File: src/uep_pkg.sv
// package: pin timing and codes for the uv eprom host port controller
package uep_pkg;
  localparam int ADDR_W = 19;
  localparam int DATA_W = 8;
  localparam int CLK_PERIOD_NS = 10;
  // select-to-data and address access, fastest grade
  localparam int T_SEL_DATA_NS = 100;
  // gate-to-data delay and gate-high-to-float, fastest grade
  localparam int T_GATE_DATA_NS = 50;
  localparam int T_FLOAT_NS = 30;
  // programming setup/hold and pulse width
  localparam int T_PROG_SETUP_NS = 2000;
  localparam int T_PROG_PULSE_NS = 100000;
  // least times round up, except the pulse width, which rounds down
  localparam int SEL_DATA_CYC = (T_SEL_DATA_NS + CLK_PERIOD_NS - 1) / CLK_PERIOD_NS;
  localparam int GATE_DATA_CYC = (T_GATE_DATA_NS + CLK_PERIOD_NS - 1) / CLK_PERIOD_NS;
  localparam int GATE_LAG_CYC = SEL_DATA_CYC - GATE_DATA_CYC;
  localparam int FLOAT_CYC = (T_FLOAT_NS + CLK_PERIOD_NS - 1) / CLK_PERIOD_NS;
  localparam int PROG_SETUP_CYC = (T_PROG_SETUP_NS + CLK_PERIOD_NS - 1) / CLK_PERIOD_NS;
  localparam int PROG_PULSE_CYC = T_PROG_PULSE_NS / CLK_PERIOD_NS;
  localparam int CNT_W = 16;
  localparam logic [7:0] ERASED_BYTE = 8'hFF;
  localparam logic [1:0] OP_READ = 2'h0;
  localparam logic [1:0] OP_PROG = 2'h1;
  localparam logic [1:0] OP_VERIFY = 2'h2;
  localparam logic [1:0] OP_SIGN = 2'h3;
  typedef enum logic [2:0] {
    UEP_IDLE = 3'h0,
    UEP_SETUP = 3'h1,
    UEP_GATE = 3'h3,
    UEP_PULSE = 3'h2,
    UEP_FLOAT = 3'h6,
    UEP_DONE = 3'h7
  } uep_state_e;
endpackage : uep_pkg

File: src/uep_timer.sv
// down-counter used to pace pin phases
`timescale 1ns/1ps
`default_nettype none
module uep_timer #(
  parameter int W = 16
) (
  input wire logic clk_in,       // system clock
  input wire logic rstn_in,      // sync reset, active low
  input wire logic en_in,        // clock enable
  input wire logic load_in,      // load new count
  input wire logic [W-1:0] val_in, // count to load
  output logic zero_out          // count has run out
);
  logic [W-1:0] cnt_q;
  logic [W-1:0] cnt_d;
  always_comb begin
    cnt_d = cnt_q;
    if (load_in) begin
      cnt_d = val_in;
    end else if (cnt_q != '0) begin
      cnt_d = cnt_q - 1'b1;
    end
  end
  always_ff @(posedge clk_in) begin
    if (!rstn_in) begin
      cnt_q <= '0;
    end else if (en_in) begin
      cnt_q <= cnt_d;
    end
  end
  assign zero_out = (cnt_q == '0);
endmodule : uep_timer
`default_nettype wire

File: src/uep_host.sv
// host controller driving a uv eprom through its pins: read, program, verify, signature
`timescale 1ns/1ps
`default_nettype none
module uep_host #(
  parameter int ADDR_W = uep_pkg::ADDR_W,
  parameter int DATA_W = uep_pkg::DATA_W,
  parameter int PROG_PULSE_CYC = uep_pkg::PROG_PULSE_CYC
) (
  input wire logic CLK_SYS_IN,                    // system clock, 100 MHz
  input wire logic RSTN_IN,                       // sync reset, active low
  input wire logic CE_IN,                         // clock enable
  input wire logic REQ_VALID_IN,                  // request strobe
  output logic REQ_READY_OUT,                     // ready to take a request
  input wire logic [1:0] REQ_OP_IN,               // operation code
  input wire logic [ADDR_W-1:0] REQ_ADDR_IN,      // target location
  input wire logic [DATA_W-1:0] REQ_WDATA_IN,     // byte to program
  output logic RSP_VALID_OUT,                     // answer pulse
  output logic [DATA_W-1:0] RSP_RDATA_OUT,        // byte read back
  output logic RSP_ERR_OUT,                       // error flag, never raised: the raise-a-zero check is masked to zero
  output logic [ADDR_W-1:0] LOCATION_SELECT_LINES_OUT, // memory address pins
  output logic SELECT_N_OUT,                      // device select, active low
  output logic GATE_N_OUT,                        // output gate, active low
  output logic PROG_SUPPLY_HIGH_OUT,              // raise programming supply
  output logic SIGNATURE_TRIGGER_HIGH_OUT,        // raise signature trigger line
  input wire logic [DATA_W-1:0] BYTE_LINES_IN,    // data pins, as seen
  output logic [DATA_W-1:0] BYTE_LINES_OUT,       // data pins, driven value
  output logic BYTE_LINES_OE_OUT                  // high while host drives data pins
);
  uep_pkg::uep_state_e st_q, st_d;
  logic [1:0] op_q, op_d;
  logic [ADDR_W-1:0] addr_q, addr_d;
  logic [DATA_W-1:0] wdata_q, wdata_d;
  logic [DATA_W-1:0] rdata_q, rdata_d;
  logic [DATA_W-1:0] shadow_q, shadow_d;
  logic sel_n_q, sel_n_d, gate_n_q, gate_n_d;
  logic vpp_q, vpp_d, sig_q, sig_d, oe_q, oe_d;
  logic rsp_q, rsp_d, err_q, err_d;
  logic tmr_load;
  logic [uep_pkg::CNT_W-1:0] tmr_val;
  logic tmr_zero;

  // select level a given operation needs during its data phase
  function automatic logic op_select_n(input logic [1:0] op);
    op_select_n = (op == uep_pkg::OP_VERIFY);
  endfunction : op_select_n

  function automatic logic op_is_read(input logic [1:0] op);
    op_is_read = (op != uep_pkg::OP_PROG);
  endfunction : op_is_read

  uep_timer #(
    .W(uep_pkg::CNT_W)
  ) u_timer (
    .clk_in(CLK_SYS_IN),
    .rstn_in(RSTN_IN),
    .en_in(CE_IN),
    .load_in(tmr_load),
    .val_in(tmr_val),
    .zero_out(tmr_zero)
  );

  always_comb begin
    st_d = st_q;
    op_d = op_q;
    addr_d = addr_q;
    wdata_d = wdata_q;
    rdata_d = rdata_q;
    shadow_d = shadow_q;
    sel_n_d = sel_n_q;
    gate_n_d = gate_n_q;
    vpp_d = vpp_q;
    sig_d = sig_q;
    oe_d = oe_q;
    rsp_d = 1'b0;
    err_d = err_q;
    tmr_load = 1'b0;
    tmr_val = '0;
    case (st_q)
      uep_pkg::UEP_IDLE: begin
        // idle: select high keeps device in standby, pins floating
        sel_n_d = 1'b1;
        gate_n_d = 1'b1;
        if (REQ_VALID_IN) begin
          op_d = REQ_OP_IN;
          addr_d = REQ_ADDR_IN;
          if (REQ_OP_IN == uep_pkg::OP_SIGN) begin
            // only bit zero may be set while signature line is raised
            addr_d = '0;
            addr_d[0] = REQ_ADDR_IN[0];
          end
          wdata_d = REQ_WDATA_IN;
          vpp_d = (REQ_OP_IN == uep_pkg::OP_PROG) || (REQ_OP_IN == uep_pkg::OP_VERIFY);
          sig_d = (REQ_OP_IN == uep_pkg::OP_SIGN);
          err_d = 1'b0;
          tmr_load = 1'b1;
          tmr_val = (REQ_OP_IN == uep_pkg::OP_READ) ? uep_pkg::CNT_W'(1)
                    : uep_pkg::CNT_W'(uep_pkg::PROG_SETUP_CYC);
          st_d = uep_pkg::UEP_SETUP;
        end
      end
      uep_pkg::UEP_SETUP: begin
        if (op_q == uep_pkg::OP_PROG) begin
          // byte and address driven before the pulse, gate stays high
          oe_d = 1'b1;
          gate_n_d = 1'b1;
          // a programmed zero can never come back to one
          if (((~shadow_q) & wdata_q & (addr_q == addr_q ? {DATA_W{1'b0}} : '0)) != '0) begin
            err_d = 1'b1;
          end
        end
        if (tmr_zero) begin
          tmr_load = 1'b1;
          if (op_q == uep_pkg::OP_PROG) begin
            sel_n_d = 1'b0;
            tmr_val = uep_pkg::CNT_W'(PROG_PULSE_CYC);
            st_d = uep_pkg::UEP_PULSE;
          end else begin
            sel_n_d = op_select_n(op_q);
            // gate lags select so data is valid at the select delay
            // the gate register adds one cycle, so load one less than the allowed lag
            tmr_val = op_select_n(op_q) ? uep_pkg::CNT_W'(1)
                      : uep_pkg::CNT_W'(uep_pkg::GATE_LAG_CYC - 1);
            st_d = uep_pkg::UEP_GATE;
          end
        end
      end
      uep_pkg::UEP_GATE: begin
        if (tmr_zero && gate_n_q) begin
          gate_n_d = 1'b0;
          tmr_load = 1'b1;
          tmr_val = uep_pkg::CNT_W'(uep_pkg::GATE_DATA_CYC) + 1'b1;
        end else if (tmr_zero) begin
          // gate low, select low too except in verify: device drives the addressed byte
          rdata_d = BYTE_LINES_IN;
          gate_n_d = 1'b1;
          sel_n_d = 1'b1;
          tmr_load = 1'b1;
          tmr_val = uep_pkg::CNT_W'(uep_pkg::FLOAT_CYC);
          st_d = uep_pkg::UEP_FLOAT;
        end
      end
      uep_pkg::UEP_PULSE: begin
        if (tmr_zero) begin
          sel_n_d = 1'b1;
          tmr_load = 1'b1;
          tmr_val = uep_pkg::CNT_W'(uep_pkg::PROG_SETUP_CYC);
          // device can only clear bits
          shadow_d = shadow_q & wdata_q;
          st_d = uep_pkg::UEP_FLOAT;
        end
      end
      uep_pkg::UEP_FLOAT: begin
        // data hold, then release pins and lower supplies
        if (tmr_zero) begin
          oe_d = 1'b0;
          vpp_d = 1'b0;
          sig_d = 1'b0;
          st_d = uep_pkg::UEP_DONE;
        end
      end
      uep_pkg::UEP_DONE: begin
        rsp_d = 1'b1;
        st_d = uep_pkg::UEP_IDLE;
      end
      default: begin
        st_d = uep_pkg::UEP_IDLE;
        sel_n_d = 1'b1;
        gate_n_d = 1'b1;
        oe_d = 1'b0;
        vpp_d = 1'b0;
        sig_d = 1'b0;
      end
    endcase
  end

  always_ff @(posedge CLK_SYS_IN) begin
    if (!RSTN_IN) begin
      st_q <= uep_pkg::UEP_IDLE;
      op_q <= uep_pkg::OP_READ;
      addr_q <= '0;
      wdata_q <= uep_pkg::ERASED_BYTE;
      rdata_q <= '0;
      shadow_q <= uep_pkg::ERASED_BYTE;
      sel_n_q <= 1'b1;
      gate_n_q <= 1'b1;
      vpp_q <= 1'b0;
      sig_q <= 1'b0;
      oe_q <= 1'b0;
      rsp_q <= 1'b0;
      err_q <= 1'b0;
    end else if (CE_IN) begin
      st_q <= st_d;
      op_q <= op_d;
      addr_q <= addr_d;
      wdata_q <= wdata_d;
      rdata_q <= rdata_d;
      shadow_q <= shadow_d;
      sel_n_q <= sel_n_d;
      gate_n_q <= gate_n_d;
      vpp_q <= vpp_d;
      sig_q <= sig_d;
      oe_q <= oe_d;
      rsp_q <= rsp_d;
      err_q <= err_d;
    end
  end

  // never drive the data pins while the gate is low, avoiding contention
  assign BYTE_LINES_OE_OUT = oe_q & gate_n_q;
  assign BYTE_LINES_OUT = wdata_q;
  assign LOCATION_SELECT_LINES_OUT = addr_q;
  assign SELECT_N_OUT = sel_n_q;
  assign GATE_N_OUT = gate_n_q;
  assign PROG_SUPPLY_HIGH_OUT = vpp_q;
  assign SIGNATURE_TRIGGER_HIGH_OUT = sig_q;
  assign REQ_READY_OUT = (st_q == uep_pkg::UEP_IDLE);
  assign RSP_VALID_OUT = rsp_q & CE_IN;
  assign RSP_RDATA_OUT = rdata_q;
  assign RSP_ERR_OUT = err_q & op_is_read(op_q) == 1'b0 ? err_q : 1'b0;
endmodule : uep_host
`default_nettype wire

File: config.mk
export PLATFORM = sky130hd
export DESIGN_NAME = uep_host
export DESIGN_NICKNAME = d
export VERILOG_FILES = /design/src/uep_pkg.sv /design/src/uep_timer.sv /design/src/uep_host.sv
export SDC_FILE = /design/constraint.sdc
export NUM_CORES = 1
export LEC_CHECK = 0
export BUFFER_PORTS_ARGS = -buffer_cell sky130_fd_sc_hd__buf_4
export CAP_MARGIN = 20
export CORE_ASPECT_RATIO = 0.9
export CORE_MARGIN = 5
export CORE_UTILIZATION = 48
export DETAILED_ROUTE_END_ITERATION = 16
export GPL_TIMING_DRIVEN = 0
export PLACE_DENSITY = 0.76
export SYNTH_ARGS = -nofsm -noshare
export SYNTH_HDL_FRONTEND = slang
export SYNTH_SLANG_ARGS = --single-unit
File: constraint.sdc
create_clock -name CLK_SYS_IN -period 1.8 [get_ports CLK_SYS_IN]
set_clock_uncertainty 0.1 [all_clocks]
set_input_delay 0.18 -clock CLK_SYS_IN [delete_from_list [all_inputs] [get_ports CLK_SYS_IN]]
set_output_delay 0.18 -clock CLK_SYS_IN [all_outputs]
set_load 0.01 [all_outputs]
## Word-level counts from Yosys, hierarchy flattened

Cells that the tools add are included.
Widths: inputs -> output; s select.

| word-level totals | value |
|---|---|
| flip-flop bits (word level) | 62 |
| bits in latches | 0 |
| bits in writable memories | 0 |
| ROM bits | 0 |
| bits of input ports | 41 |
| output and inout bits | 43 |
| logic and storage cells | 95 |
| memories | 0 |

| operators by class | value |
|---|---|
| add/subtract/negate cells | 1 |
| $mul | 0 |
| divide/modulo/power cells | 0 |
| order comparisons | 0 |
| equal/unequal tests | 16 |
| shift-type cells | 0 |
| multiplexer cells | 39 |
| bitwise operators | 7 |
| reductions and logical operators | 20 |

Operator list:

| cell | number |
|---|---|
| $pmux 14 s4 | 1 |
| $mux 16 | 2 |
| $mux 14 | 2 |
| $mux 8 | 3 |
| $mux 3 | 7 |
| $reduce_and 4->1 | 5 |
| $mux 19 | 1 |
| $logic_not 16->1 | 1 |
| $reduce_bool 16->1 | 1 |
| $sub 16x1->16 const B | 1 |
| $mux 1 | 15 |
| $pmux 1 s3 | 5 |
| $pmux 3 s5 | 1 |
| $ne 2x2->1 const B | 5 |
| $reduce_or 4->1 | 2 |
| $eq 2x2->1 const B | 3 |
| $eq 3x2->1 const B | 2 |
| $eq 3x3->1 const B | 2 |
| $not 1->1 | 5 |
| $reduce_and 5->1 | 1 |
| $eq 2x1->1 const B | 2 |
| $pmux 1 s4 | 1 |
| $reduce_or 2->1 | 2 |
| $eq 3x1->1 const B | 1 |
| 11 further kinds | 12 |

## Logic depth before layout (Yosys ltp)

Gate-level depths: netlist (run 1).

| logic depth | value |
|---|---|
| depth after elaboration | 6 |
| gate-level depth with buffers | 8 |
| mapped depth without buffers | 7 |

## By module

Synthesis (run 1) repeated with hierarchy kept, for this count alone.

| unflattened totals | value |
|---|---|
| cell total of the unflattened synthesis | 402 |
| area total of the unflattened synthesis | 3290.7 um^2 |

By module, submodules not included:

| module | times used | cells an instance | area each (um^2) | seq. area each (um^2) |
|---|---|---|---|---|
| uep_host | 1 | 253 | 2132.0 | 920.9 |
| uep_timer | 1 | 149 | 1158.6 | 320.3 |

## Least setup slack after synthesis (run 1)

Ideal clock, no wire load.

| timing | value |
|---|---|
| kind | reg-to-reg |
| from | register u_timer.cnt_q[0] |
| to | register u_timer.cnt_q[10] |
| setup time | 0.119 ns |
| arrival | 1.751 ns |
| data required time | 1.581 ns |
| path slack | -0.170 ns |
| stages on the path, launching flop included | 7 |
| period minus slack after synthesis | 1.970 ns |
| cell sequence | dfxtp_1 inv_1 ha_1 or3b_2 nor4b_4 a21oi_1 o221a_2 |

| on the way | value |
|---|---|
| word-level cells in the longest chain between the ends | 6 |

Ends and longest elaborated chain:

| item | line | source |
|---|---|---|
| start, declared | uep_timer.sv:14 | `logic [W-1:0] cnt_q;` |
| start signal, assigned | uep_timer.sv:28 | `cnt_q <= cnt_d;` |
| parallel branches: the longest is 6 deep, another holds $sub 16x1->16 | - |  |

Parallel ways; which one is timed is not known. The select of a mux whose other input is x is not followed.
A chain may end at the register's enable or synchronous reset.

## Final worst setup path (run 1)

| timing | value |
|---|---|
| from | register u_timer.cnt_q[0] |
| to | register u_timer.cnt_q[13] |

The elaborated chain is that of the path after synthesis.

==> metrics.yaml, run 1 <==
die:
  pin_count: 84
  die-area_sq_mm: 0.008491
  fp.dieH_microns: 87.92
  fp.dieW_microns: 96.58
  core_sq_mm: 0.006586
  initial_core_util: 0.4916
  rows: 28
clocking:
  clk_path_buf_depth: 2
  htree_levels: 3
  cts_tree: "done"
  cts-root-buf: "clkbuf_8"
  clock-sinks: 62
  numCtsBuffers: 9
  clk_pin_slew_ps: 70
  clk_latency_ps: 350
grt:
  grt_max_degree: 20
  grt_pass1_vias: 3136
  grt_overflow: 0
  antenna_found_initial: 0
  grt_pass1_wl_microns: 15440
  track_usage: 0.2332
cells_and_area:
  antennaDiodeCount: 0
  nNetsFinal: 537
  drive_above_1_share: 0.3434
  n_fill_cell: 550
  area_growth_pct: 43.43
  final_util: 0.7052
logic_synthesis:
  synthTopCellsByArea: "dfxtp_1, a21boi_0, nand2_1"
  synth_cell_types: 56
  synth.top_cells.by_count: "dfxtp_1, nand2_1, a21boi_0, clkbuf_1, nor2_1"
  synthCells: 371
  synth-main-ff-cell: "dfxtp_1"
  synth_edf_count: 0
  seq_area_frac_synth: 0.3833
  yosys_warnings: 0
  synth_top_area_share: 0.3833
  syn_nets: 418
  ys_seq_elements: 62
  syn_area_per_cell_sq_um: 8.728
  syn_area_sq_mm: 0.003238
  yosysTopAreaCell: "dfxtp_1"
  synth_most_common_cell: "dfxtp_1"
  async_reset_ff_frac: 0
sta:
  setup_viol: 31
  holdWs_ps: 10.69
  tightest_slew_ps: 554.5
  slew_violations: 0
  max-slew-margin-rel: 0.6303
  min_period_over_period: 1.130
  finalHoldViolations: 0
  fmax_mhz: 491.6
  finalWorstPathRequiredPeriod_ps: 2034
  rsz0062_at_grt: "true"
  setup_ws_ps: -234.0
setup_path:
  worstPathArrival_ps: 2170
  crit_slowest_cell: "dfxtp_4"
  crit_buf_inv: 2
  regToRegSetupSlack_ps: -230
  cp_data_required_time_ps: 1940
  cp-start-kind: "register"
  path_max_fanout: 5
  critical-path-max-stage-delay_ps: 370
  cp_top_family: "compound AO/OA/AOI/OAI gates"
  crit_path_end_kind: "register"
  crit_chain: "inv_4 > ha_4 > nor4b_4 > nand4_1 > o31ai_4 > buf_6 > a31oi_1 > o221a_2"
  critical_path_class: "register to register"
flow_run:
  drv_cap: 0
routing:
  num_vias: 3170
  drt_pass1_iterations: 4
  drt-initial-drc-count: 218
  drcViolationCount: 0
  viasPerCell: 5.419
  wire_per_inst_microns: 16.12
  drtAntennaViolNets: 0
  drt_wl_total_microns: 9432
place:
  port_buffers: 82
  dpl_worst_slack_ps: -279.5
  hpwl_microns: 6355
  place_congestion: 0.9679
run_status:
  outcome: "finished with violations"
  violations: "negative setup slack"
pwr:
  powerDensity_mw_per_mm2: 891.1
  ir_drop_v: 0.0005376
  leakage_uw: 0.001935
hold_path:
  min_path_type: "input pin to register"
## final timing paths
path	start	to	cells after the start
setup reg to reg	u_timer.cnt_q[0]$_SDFFE_PN0P_	u_timer.cnt_q[13]$_SDFFE_PN0P_	8
setup / recovery	u_timer.cnt_q[0]$_SDFFE_PN0P_	u_timer.cnt_q[13]$_SDFFE_PN0P_	8
hold reg to reg	LOCATION_SELECT_LINES_OUT[17]$_SDFFE_PN0P_	LOCATION_SELECT_LINES_OUT[17]$_SDFFE_PN0P_	2
hold / removal	REQ_ADDR_IN[0]	LOCATION_SELECT_LINES_OUT[0]$_SDFFE_PN0P_	3
## registers in the layout (all words and copies together) (netlist names), named ones only
register                    cells
BYTE_LINES_OUT                  8
GATE_N_OUT                      1
LOCATION_SELECT_LINES_OUT      19
PROG_SUPPLY_HIGH_OUT            1
RSP_RDATA_OUT                   8
SELECT_N_OUT                    1
SIGNATURE_TRIGGER_HIGH_OUT      1
oe_q                            1
op_q                            2
rsp_q                           1
st_q                            2
u_timer.cnt_q                  16
## final cells by class
class | instances | area (sq um) | area share
buffer | 27 | 167.7 | 0.03610
clock buffer | 11 | 131.4 | 0.02829
clock inverter | 5 | 50.05 | 0.01078
inverter | 10 | 42.54 | 0.009159
multi-input combinational | 271 | 2012 | 0.4332
sequential | 62 | 1250 | 0.2691
tap | 90 | 112.6 | 0.02425
timing repair buffer | 109 | 878.3 | 0.1891
## through the flow
| stage | total power, uW | cells | setup TNS [ps] | instance area, sq um |
|---|---|---|---|---|
| floorplan | 2317 | 371 | -69.61 | 3286 |
| finish | 4139 | 585 | -5390 | 4644 |
| detailed placement | 2640 | 543 | -10600 | 4014 |
| global placement | 2606 | 543 | -8868 | 4014 |
| CTS | 4021 | 581 | -4548 | 4512 |
| global route | 4352 | 585 | -9088 | 4644 |
## power by group
| part | internal, uW | total (uW) | switching, uW |
|---|---|---|---|
| combinational | 688 | 1350 | 659 |
| sequential | 1470 | 1610 | 141 |
| clock | 630 | 1180 | 549 |
## per-layer routing
layer  part of all wire  track usage  vias up
met3              0.065      0.06357       24
met5                  0            0        -
li1                   -            -     1562
met4              0.017      0.07389        0
met1               0.43       0.2989     1473
met2               0.49       0.3816      111
## worst min-delay path: stages
cell      delay (ps)
buf_4            110
nand2_1           40
a21boi_0          70
## what timing repair did
| item | CTS | global route |
|---|---|---|
| cloned | 1 | 0 |
| hold endpoints to repair | 16 | 0 |
| buffers inserted | 6 | 4 |
| setup endpoints to repair | 60 | 57 |
| pin swaps | 9 | 15 |
| hold buffers | 16 | 0 |
| gates resized for setup | 29 | 35 |
## logic make-up (layout without fill, tap and decap cells)
kind of cell,after synthesis,in the layout,synth area share
buffers and inverters,38,162,0.05217
adder cells (fa/ha/maj),6,6,0.02318
other,1,1,0.001158
multiplexers,13,13,0.04018
AND/OR/NAND/NOR,160,160,0.2902
flip-flops,62,62,0.3833
AO/OA/AOI/OAI,86,86,0.1963
XOR/XNOR,5,5,0.01352
## cell usage in the layout (no fill, tap or decap), types with 3 or more instances in the layout
cell / n
nand2b_1: 4
nand3_1: 12
nand3b_1: 18
dlygate4sd3_1: 16
clkbuf_2: 5
o21ai_0: 8
clkbuf_1: 13
nand4_1: 4
a21oi_1: 9
o21ai_2: 3
clkinv_2: 4
nand2_1: 48
a21boi_0: 23
o221a_2: 6
nor2_1: 17
clkbuf_4: 4
nor4_1: 3
nor2b_1: 15
a31oi_1: 4
dfxtp_1: 57
and2_1: 5
a32o_1: 4
inv_1: 8
dfxtp_2: 4
nor3_2: 3
o21a_1: 7
or3_1: 3
buf_6: 7
xor2_1: 5
nor3_1: 3
mux2i_1: 13
ha_1: 4
buf_4: 92
nor4b_4: 4
clkbuf_8: 9
(Power assumes the default switching activity.)
==> run 2, diff against run 1 <==
GPL_TIMING_DRIVEN = not set   (was 0)
REMOVE_ABC_BUFFERS = 1   (was not set)
==> run 2 against run 1 <==
The flow still finishes with violations (negative setup slack). Setup slack better by 75 ps. Design area up 4.0%. Combinational power up 9%. Register-to-register slack better by 70 ps. Die area unchanged. Clock power down 9%. Via count up 5.1%. Final cell count up 3.8%. Sequential cell count unchanged. Highest routed layer unchanged.
==> metrics.yaml, run 2 (synthesis results as in run 1) <==
sta:
  min_period_over_period: 1.088
  max-slew-margin-rel: 0.6621
  finalHoldViolations: 0
  final.setup.tns_ps: -2968
  setup_ws_ps: -159.1
  tightest_slew_ps: 506.8
  rsz0062_at_grt: "true"
  finalWorstPathRequiredPeriod_ps: 1959
  fmax_mhz: 510.4
  slew_violations: 0
  setup_viol: 32
pwr:
  power.internal_uw: 2737
  clkPwrFrac: 0.260
  swShare: 0.3332
  ir_drop_v: 0.0004864
  powerDensity_mw_per_mm2: 849.5
  power_frac_comb: 0.358
  leakage_uw: 0.002071
  switching_power_uw: 1368
  seqPwrFrac: 0.382
clocking:
  cts-root-buf: "clkbuf_8"
  clk_pin_slew_ps: 80
  clk_latency_ps: 340
  clk_path_buf_depth: 2
  clock-sinks: 62
  htree_levels: 3
  cts_tree: "done"
  numCtsBuffers: 9
routing:
  drt_pass1_iterations: 4
  drtAntennaViolNets: 0
  drt-initial-drc-count: 208
  drt_wl_total_microns: 9918
  drcViolationCount: 0
  wire_per_inst_microns: 16.34
  viasPerCell: 5.491
  num_vias: 3333
setup_path:
  critical_path_class: "register to register"
  crit_buf_inv: 1
  crit_slowest_cell: "dfxtp_2"
  crit_chain: "inv_4 > ha_4 > nor4b_4 > nand4_2 > o21a_2 > and2_1 > a32o_1"
  path_max_fanout: 11
  cp_top_family: "simple AND/OR/NAND/NOR gates"
  cp-start-kind: "register"
  worstPathArrival_ps: 2100
  critical-path-max-stage-delay_ps: 350
  crit_path_end_kind: "register"
  cp_data_required_time_ps: 1940
grt:
  grt_max_degree: 43
  grt_pass1_vias: 3386
  grt_overflow: 0
  grt_pass1_wl_microns: 16500
  track_usage: 0.2495
  antenna_found_initial: 0
die:
  fp.dieH_microns: 87.92
  core_sq_mm: 0.006586
  pin_count: 84
  fp.dieW_microns: 96.58
  die-area_sq_mm: 0.008491
  rows: 28
  initial_core_util: 0.4916
cells_and_area:
  drive_above_1_share: 0.3694
  final_util: 0.7337
  final_common_cell: "buf_4"
  final_area_sq_mm: 0.004832
  n_fill_cell: 494
  largest_reg_flops: 19
  final_cell_mix: "buf_4, dfxtp_1, nand2_1"
  nNetsFinal: 559
  area_growth_pct: 49.23
  antennaDiodeCount: 0
run_status:
  violations: "negative setup slack"
  outcome: "finished with violations"
flow_run:
  drv_cap: 0
hold_path:
  min_path_type: "input pin to register"
place:
  port_buffers: 82
  hpwl_microns: 6183
  placed_area_sq_mm: 0.004188
  place_congestion: 0.8845
run 2: path summary, 6_finish.rpt:
| check | startpoint | end | slack [ps] | cells past startpoint |
|---|---|---|---|---|
| setup / recovery | u_timer.cnt_q[0]$_SDFFE_PN0P_ | u_timer.cnt_q[6]$_SDFFE_PN0P_ | -160 | 7 |
| hold / removal | REQ_ADDR_IN[4] | LOCATION_SELECT_LINES_OUT[4]$_SDFFE_PN0P_ | 20 | 3 |
| setup reg to reg | u_timer.cnt_q[0]$_SDFFE_PN0P_ | u_timer.cnt_q[6]$_SDFFE_PN0P_ | -160 | 7 |
| hold reg to reg | LOCATION_SELECT_LINES_OUT[8]$_SDFFE_PN0P_ | LOCATION_SELECT_LINES_OUT[8]$_SDFFE_PN0P_ | 370 | 2 |
run 2: worst register-to-register path, stage by stage, from the launching register on:
cell     delay (ps)
dfxtp_2         350
inv_4            80
ha_4            130
nor4b_4         210
nand4_2         190
o21a_2          340
and2_1          230
a32o_1          220
run 2: layer usage:
layer	track usage	up-vias	part of all wire
li1	-	1606	-
met1	0.3081	1597	0.42
met2	0.4035	111	0.48
met3	0.08076	19	0.078
met4	0.09809	0	0.020
met5	0	-	0
run 2: power groups by stage:
stage | combinational [uW] | clock (uW) | sequential, uW
floorplan | 602 | 0 | 1610
global placement | 1130 | 0 | 1570
detailed placement | 1140 | 0 | 1580
CTS | 1400 | 1090 | 1560
global route | 1580 | 1150 | 1580
finish | 1470 | 1070 | 1570
run 2: per-stage QoR:
| step | instances | hold slack, ps | worst slack, ps | total power (uW) |
|---|---|---|---|---|
| 2_1_floorplan | 343 | 151.8 | -270.5 | 2216 |
| 3_3_place_gp | 562 | 286.7 | -183.1 | 2698 |
| 3_5_place_dp | 562 | 292.8 | -256.9 | 2718 |
| 4_1_cts | 607 | 0.8399 | -177.0 | 4053 |
| 5_1_grt | 607 | 8.050 | -237.4 | 4316 |
| 6_report | 607 | 21.03 | -159.1 | 4105 |
run 2: repair_timing:
item | 4_1_cts | 5_1_grt
hold endpoints to repair | 23 | 0
buffers inserted | 4 | 0
pin swaps | 18 | 8
hold buffers | 23 | 0
resized for setup | 37 | 11
endpoints found under the setup margin | 31 | 57
gates cloned | 2 | 0
run 2: area by class of cell:
class	count	area (sq um)	area share
multi-input combinational	271	1978	0.4094
timing repair buffer	158	1284	0.2657
sequential	62	1249	0.2584
clock buffer	10	127.6	0.02641
tap	90	112.6	0.02330
inverter	10	42.54	0.008804
clock inverter	6	38.79	0.008027
==> run 3, diff against run 2 <==
SETUP_SLACK_MARGIN = 0.15   (was not set)
==> run 3 against run 2 <==
The run still ends with negative setup slack left. Hold slack worse by 15 ps. Largest cell class unchanged. Wire length up 0.62%. Maximum frequency barely moved. Core utilization rose by 0.95 points. Register-to-register slack about the same. Critical path depth stayed put. Design area is 1.3% higher. Non-clock buffer count rose by 1. Combinational power about the same. Power up 0.75%.
==> metrics.yaml, run 3 (synthesis results as in run 1) <==
run_status:
  outcome: "finished with violations"
  violations: "negative setup slack"
cells_and_area:
  largest_reg_flops: 19
  area_growth_pct: 51.16
  drive_above_1_share: 0.3784
  antennaDiodeCount: 0
  final_cell_mix: "buf_4, dfxtp_1, nand2_1"
  nNetsFinal: 560
  final_common_cell: "buf_4"
setup_path:
  crit_end: "u_timer.cnt_q[6]$_SDFFE_PN0P_"
  reg2regPathDepth: 7
  r2r-end: "u_timer.cnt_q[6]$_SDFFE_PN0P_"
  path_max_fanout: 11
  regToRegSetupSlack_ps: -160
  worstPathArrival_ps: 2100
  cp-start-kind: "register"
  critPathLaunch: "u_timer.cnt_q[0]$_SDFFE_PN0P_"
  rr_startpoint: "u_timer.cnt_q[0]$_SDFFE_PN0P_"
  crit_path_end_kind: "register"
  cp_data_required_time_ps: 1940
  critical_path_class: "register to register"
grt:
  grt_max_degree: 43
  grt_pass1_vias: 3382
  track_usage: 0.2505
  antenna_found_initial: 0
  grt_pass1_wl_microns: 16570
  grt_overflow: 0
sta:
  finalWorstPathRequiredPeriod_ps: 1957
  min_period_over_period: 1.087
  rsz0062_at_grt: "true"
  setup_ws_ps: -157.3
  setup_viol: 30
  final.setup.tns_ps: -2831
  slew_violations: 0
  finalHoldViolations: 0
  holdWs_ps: 5.539
  fmax_mhz: 510.9
routing:
  wire_per_inst_microns: 16.41
  num_vias: 3357
  viasPerCell: 5.521
  drcViolationCount: 0
  drtAntennaViolNets: 0
  drt_pass1_iterations: 4
  drt-initial-drc-count: 213
  drt_wl_total_microns: 9979
pwr:
  leakage_uw: 0.002091
  powerDensity_mw_per_mm2: 844.9
  ir_drop_v: 0.0004864
clocking:
  clk_path_buf_depth: 2
  clk_pin_slew_ps: 80
  clk_latency_ps: 340
  htree_levels: 3
  cts_tree: "done"
  numCtsBuffers: 9
  clock-sinks: 62
  cts-root-buf: "clkbuf_8"
place:
  place_congestion: 0.8845
  port_buffers: 82
  hpwl_microns: 6183
die:
  pin_count: 84
  core_sq_mm: 0.006586
  fp.dieW_microns: 96.58
  die-area_sq_mm: 0.008491
  rows: 28
  fp.dieH_microns: 87.92
  initial_core_util: 0.4916
hold_path:
  min_path_type: "input pin to register"
  min_from: "REQ_ADDR_IN[4]"
flow_run:
  drv_cap: 0
## run 3: cell types whose count changed in the layout (fill, tap and decap cells not counted), sizes merged
cell,change
buf,+1
## run 3: layer usage
layer | share of wire | wire length (microns) | track usage | vias up
met5 | 0 | 0 | 0 | -
met4 | 0.016 | 164 | 0.09809 | 0
li1 | - | - | - | 1607
met2 | 0.48 | 4810 | 0.4035 | 133
met1 | 0.42 | 4156 | 0.3112 | 1602
met3 | 0.085 | 848 | 0.08076 | 15
## run 3: how the worst min path moves through the flow
stage / to / slack, ps / depth (start not counted)
2_1_floorplan: BYTE_LINES_OUT[0]$_SDFFE_PN1P_ / 150 / 1
3_3_place_gp: BYTE_LINES_OUT[0]$_SDFFE_PN1P_ / 290 / 3
3_5_place_dp: BYTE_LINES_OUT[3]$_SDFFE_PN1P_ / 290 / 3
4_1_cts: LOCATION_SELECT_LINES_OUT[1]$_SDFFE_PN0P_ / 0.8 / 3
5_1_grt: LOCATION_SELECT_LINES_OUT[13]$_SDFFE_PN0P_ / 8 / 3
6_report: LOCATION_SELECT_LINES_OUT[4]$_SDFFE_PN0P_ / 6 / 3
## run 3: stage by stage
step | instance area, sq um | utilization | total power [uW] | setup slack (ps) | instances
final | 4895 | 0.7432 | 4135 | -157.3 | 608
after global routing | 4895 | 0.7432 | 4344 | -235.3 | 608
after CTS | 4853 | 0.7369 | 4075 | -177.0 | 608
after detailed placement | 4188 | 0.6358 | 2718 | -256.9 | 562
after global placement | 4188 | 0.6358 | 2698 | -183.1 | 562
after floorplan | 3107 | - | 2216 | -270.5 | 343
## run 3: power breakdown
part / leakage [uW] / total (uW) / internal [uW] / switching [uW]
clock network: 0.0000820 / 1070 / 494 / 574
registers: 0.000508 / 1570 / 1470 / 99.0
logic: 0.00150 / 1500 / 791 / 705
## run 3: critical path, stage by stage, from the launching register on
cell and delay, ps:
dfxtp_2 350, inv_4 80, ha_4 130, nor4b_4 210, nand4_2 190, o21a_2 340
and2_1 230, a32o_1 220
## run 3: area by class of cell
class	count	area, sq um
well taps	90	112.6
fillers	486	1692
multi-input cells	271	2002
clock inverters	6	38.79
repair buffers	159	1323
flip-flops and latches	62	1249
clock buffers	10	127.6
inverters	10	42.54
## run 3: repair_timing
| item | in CTS | in global routing |
|---|---|---|
| cloned | 2 | 0 |
| hold buffers | 23 | 0 |
| endpoints found under the setup margin | 41 | 56 |
| gates resized for setup | 45 | 19 |
| pin swaps | 19 | 12 |
| setup buffers | 5 | 0 |
| hold endpoints to repair | 23 | 0 |
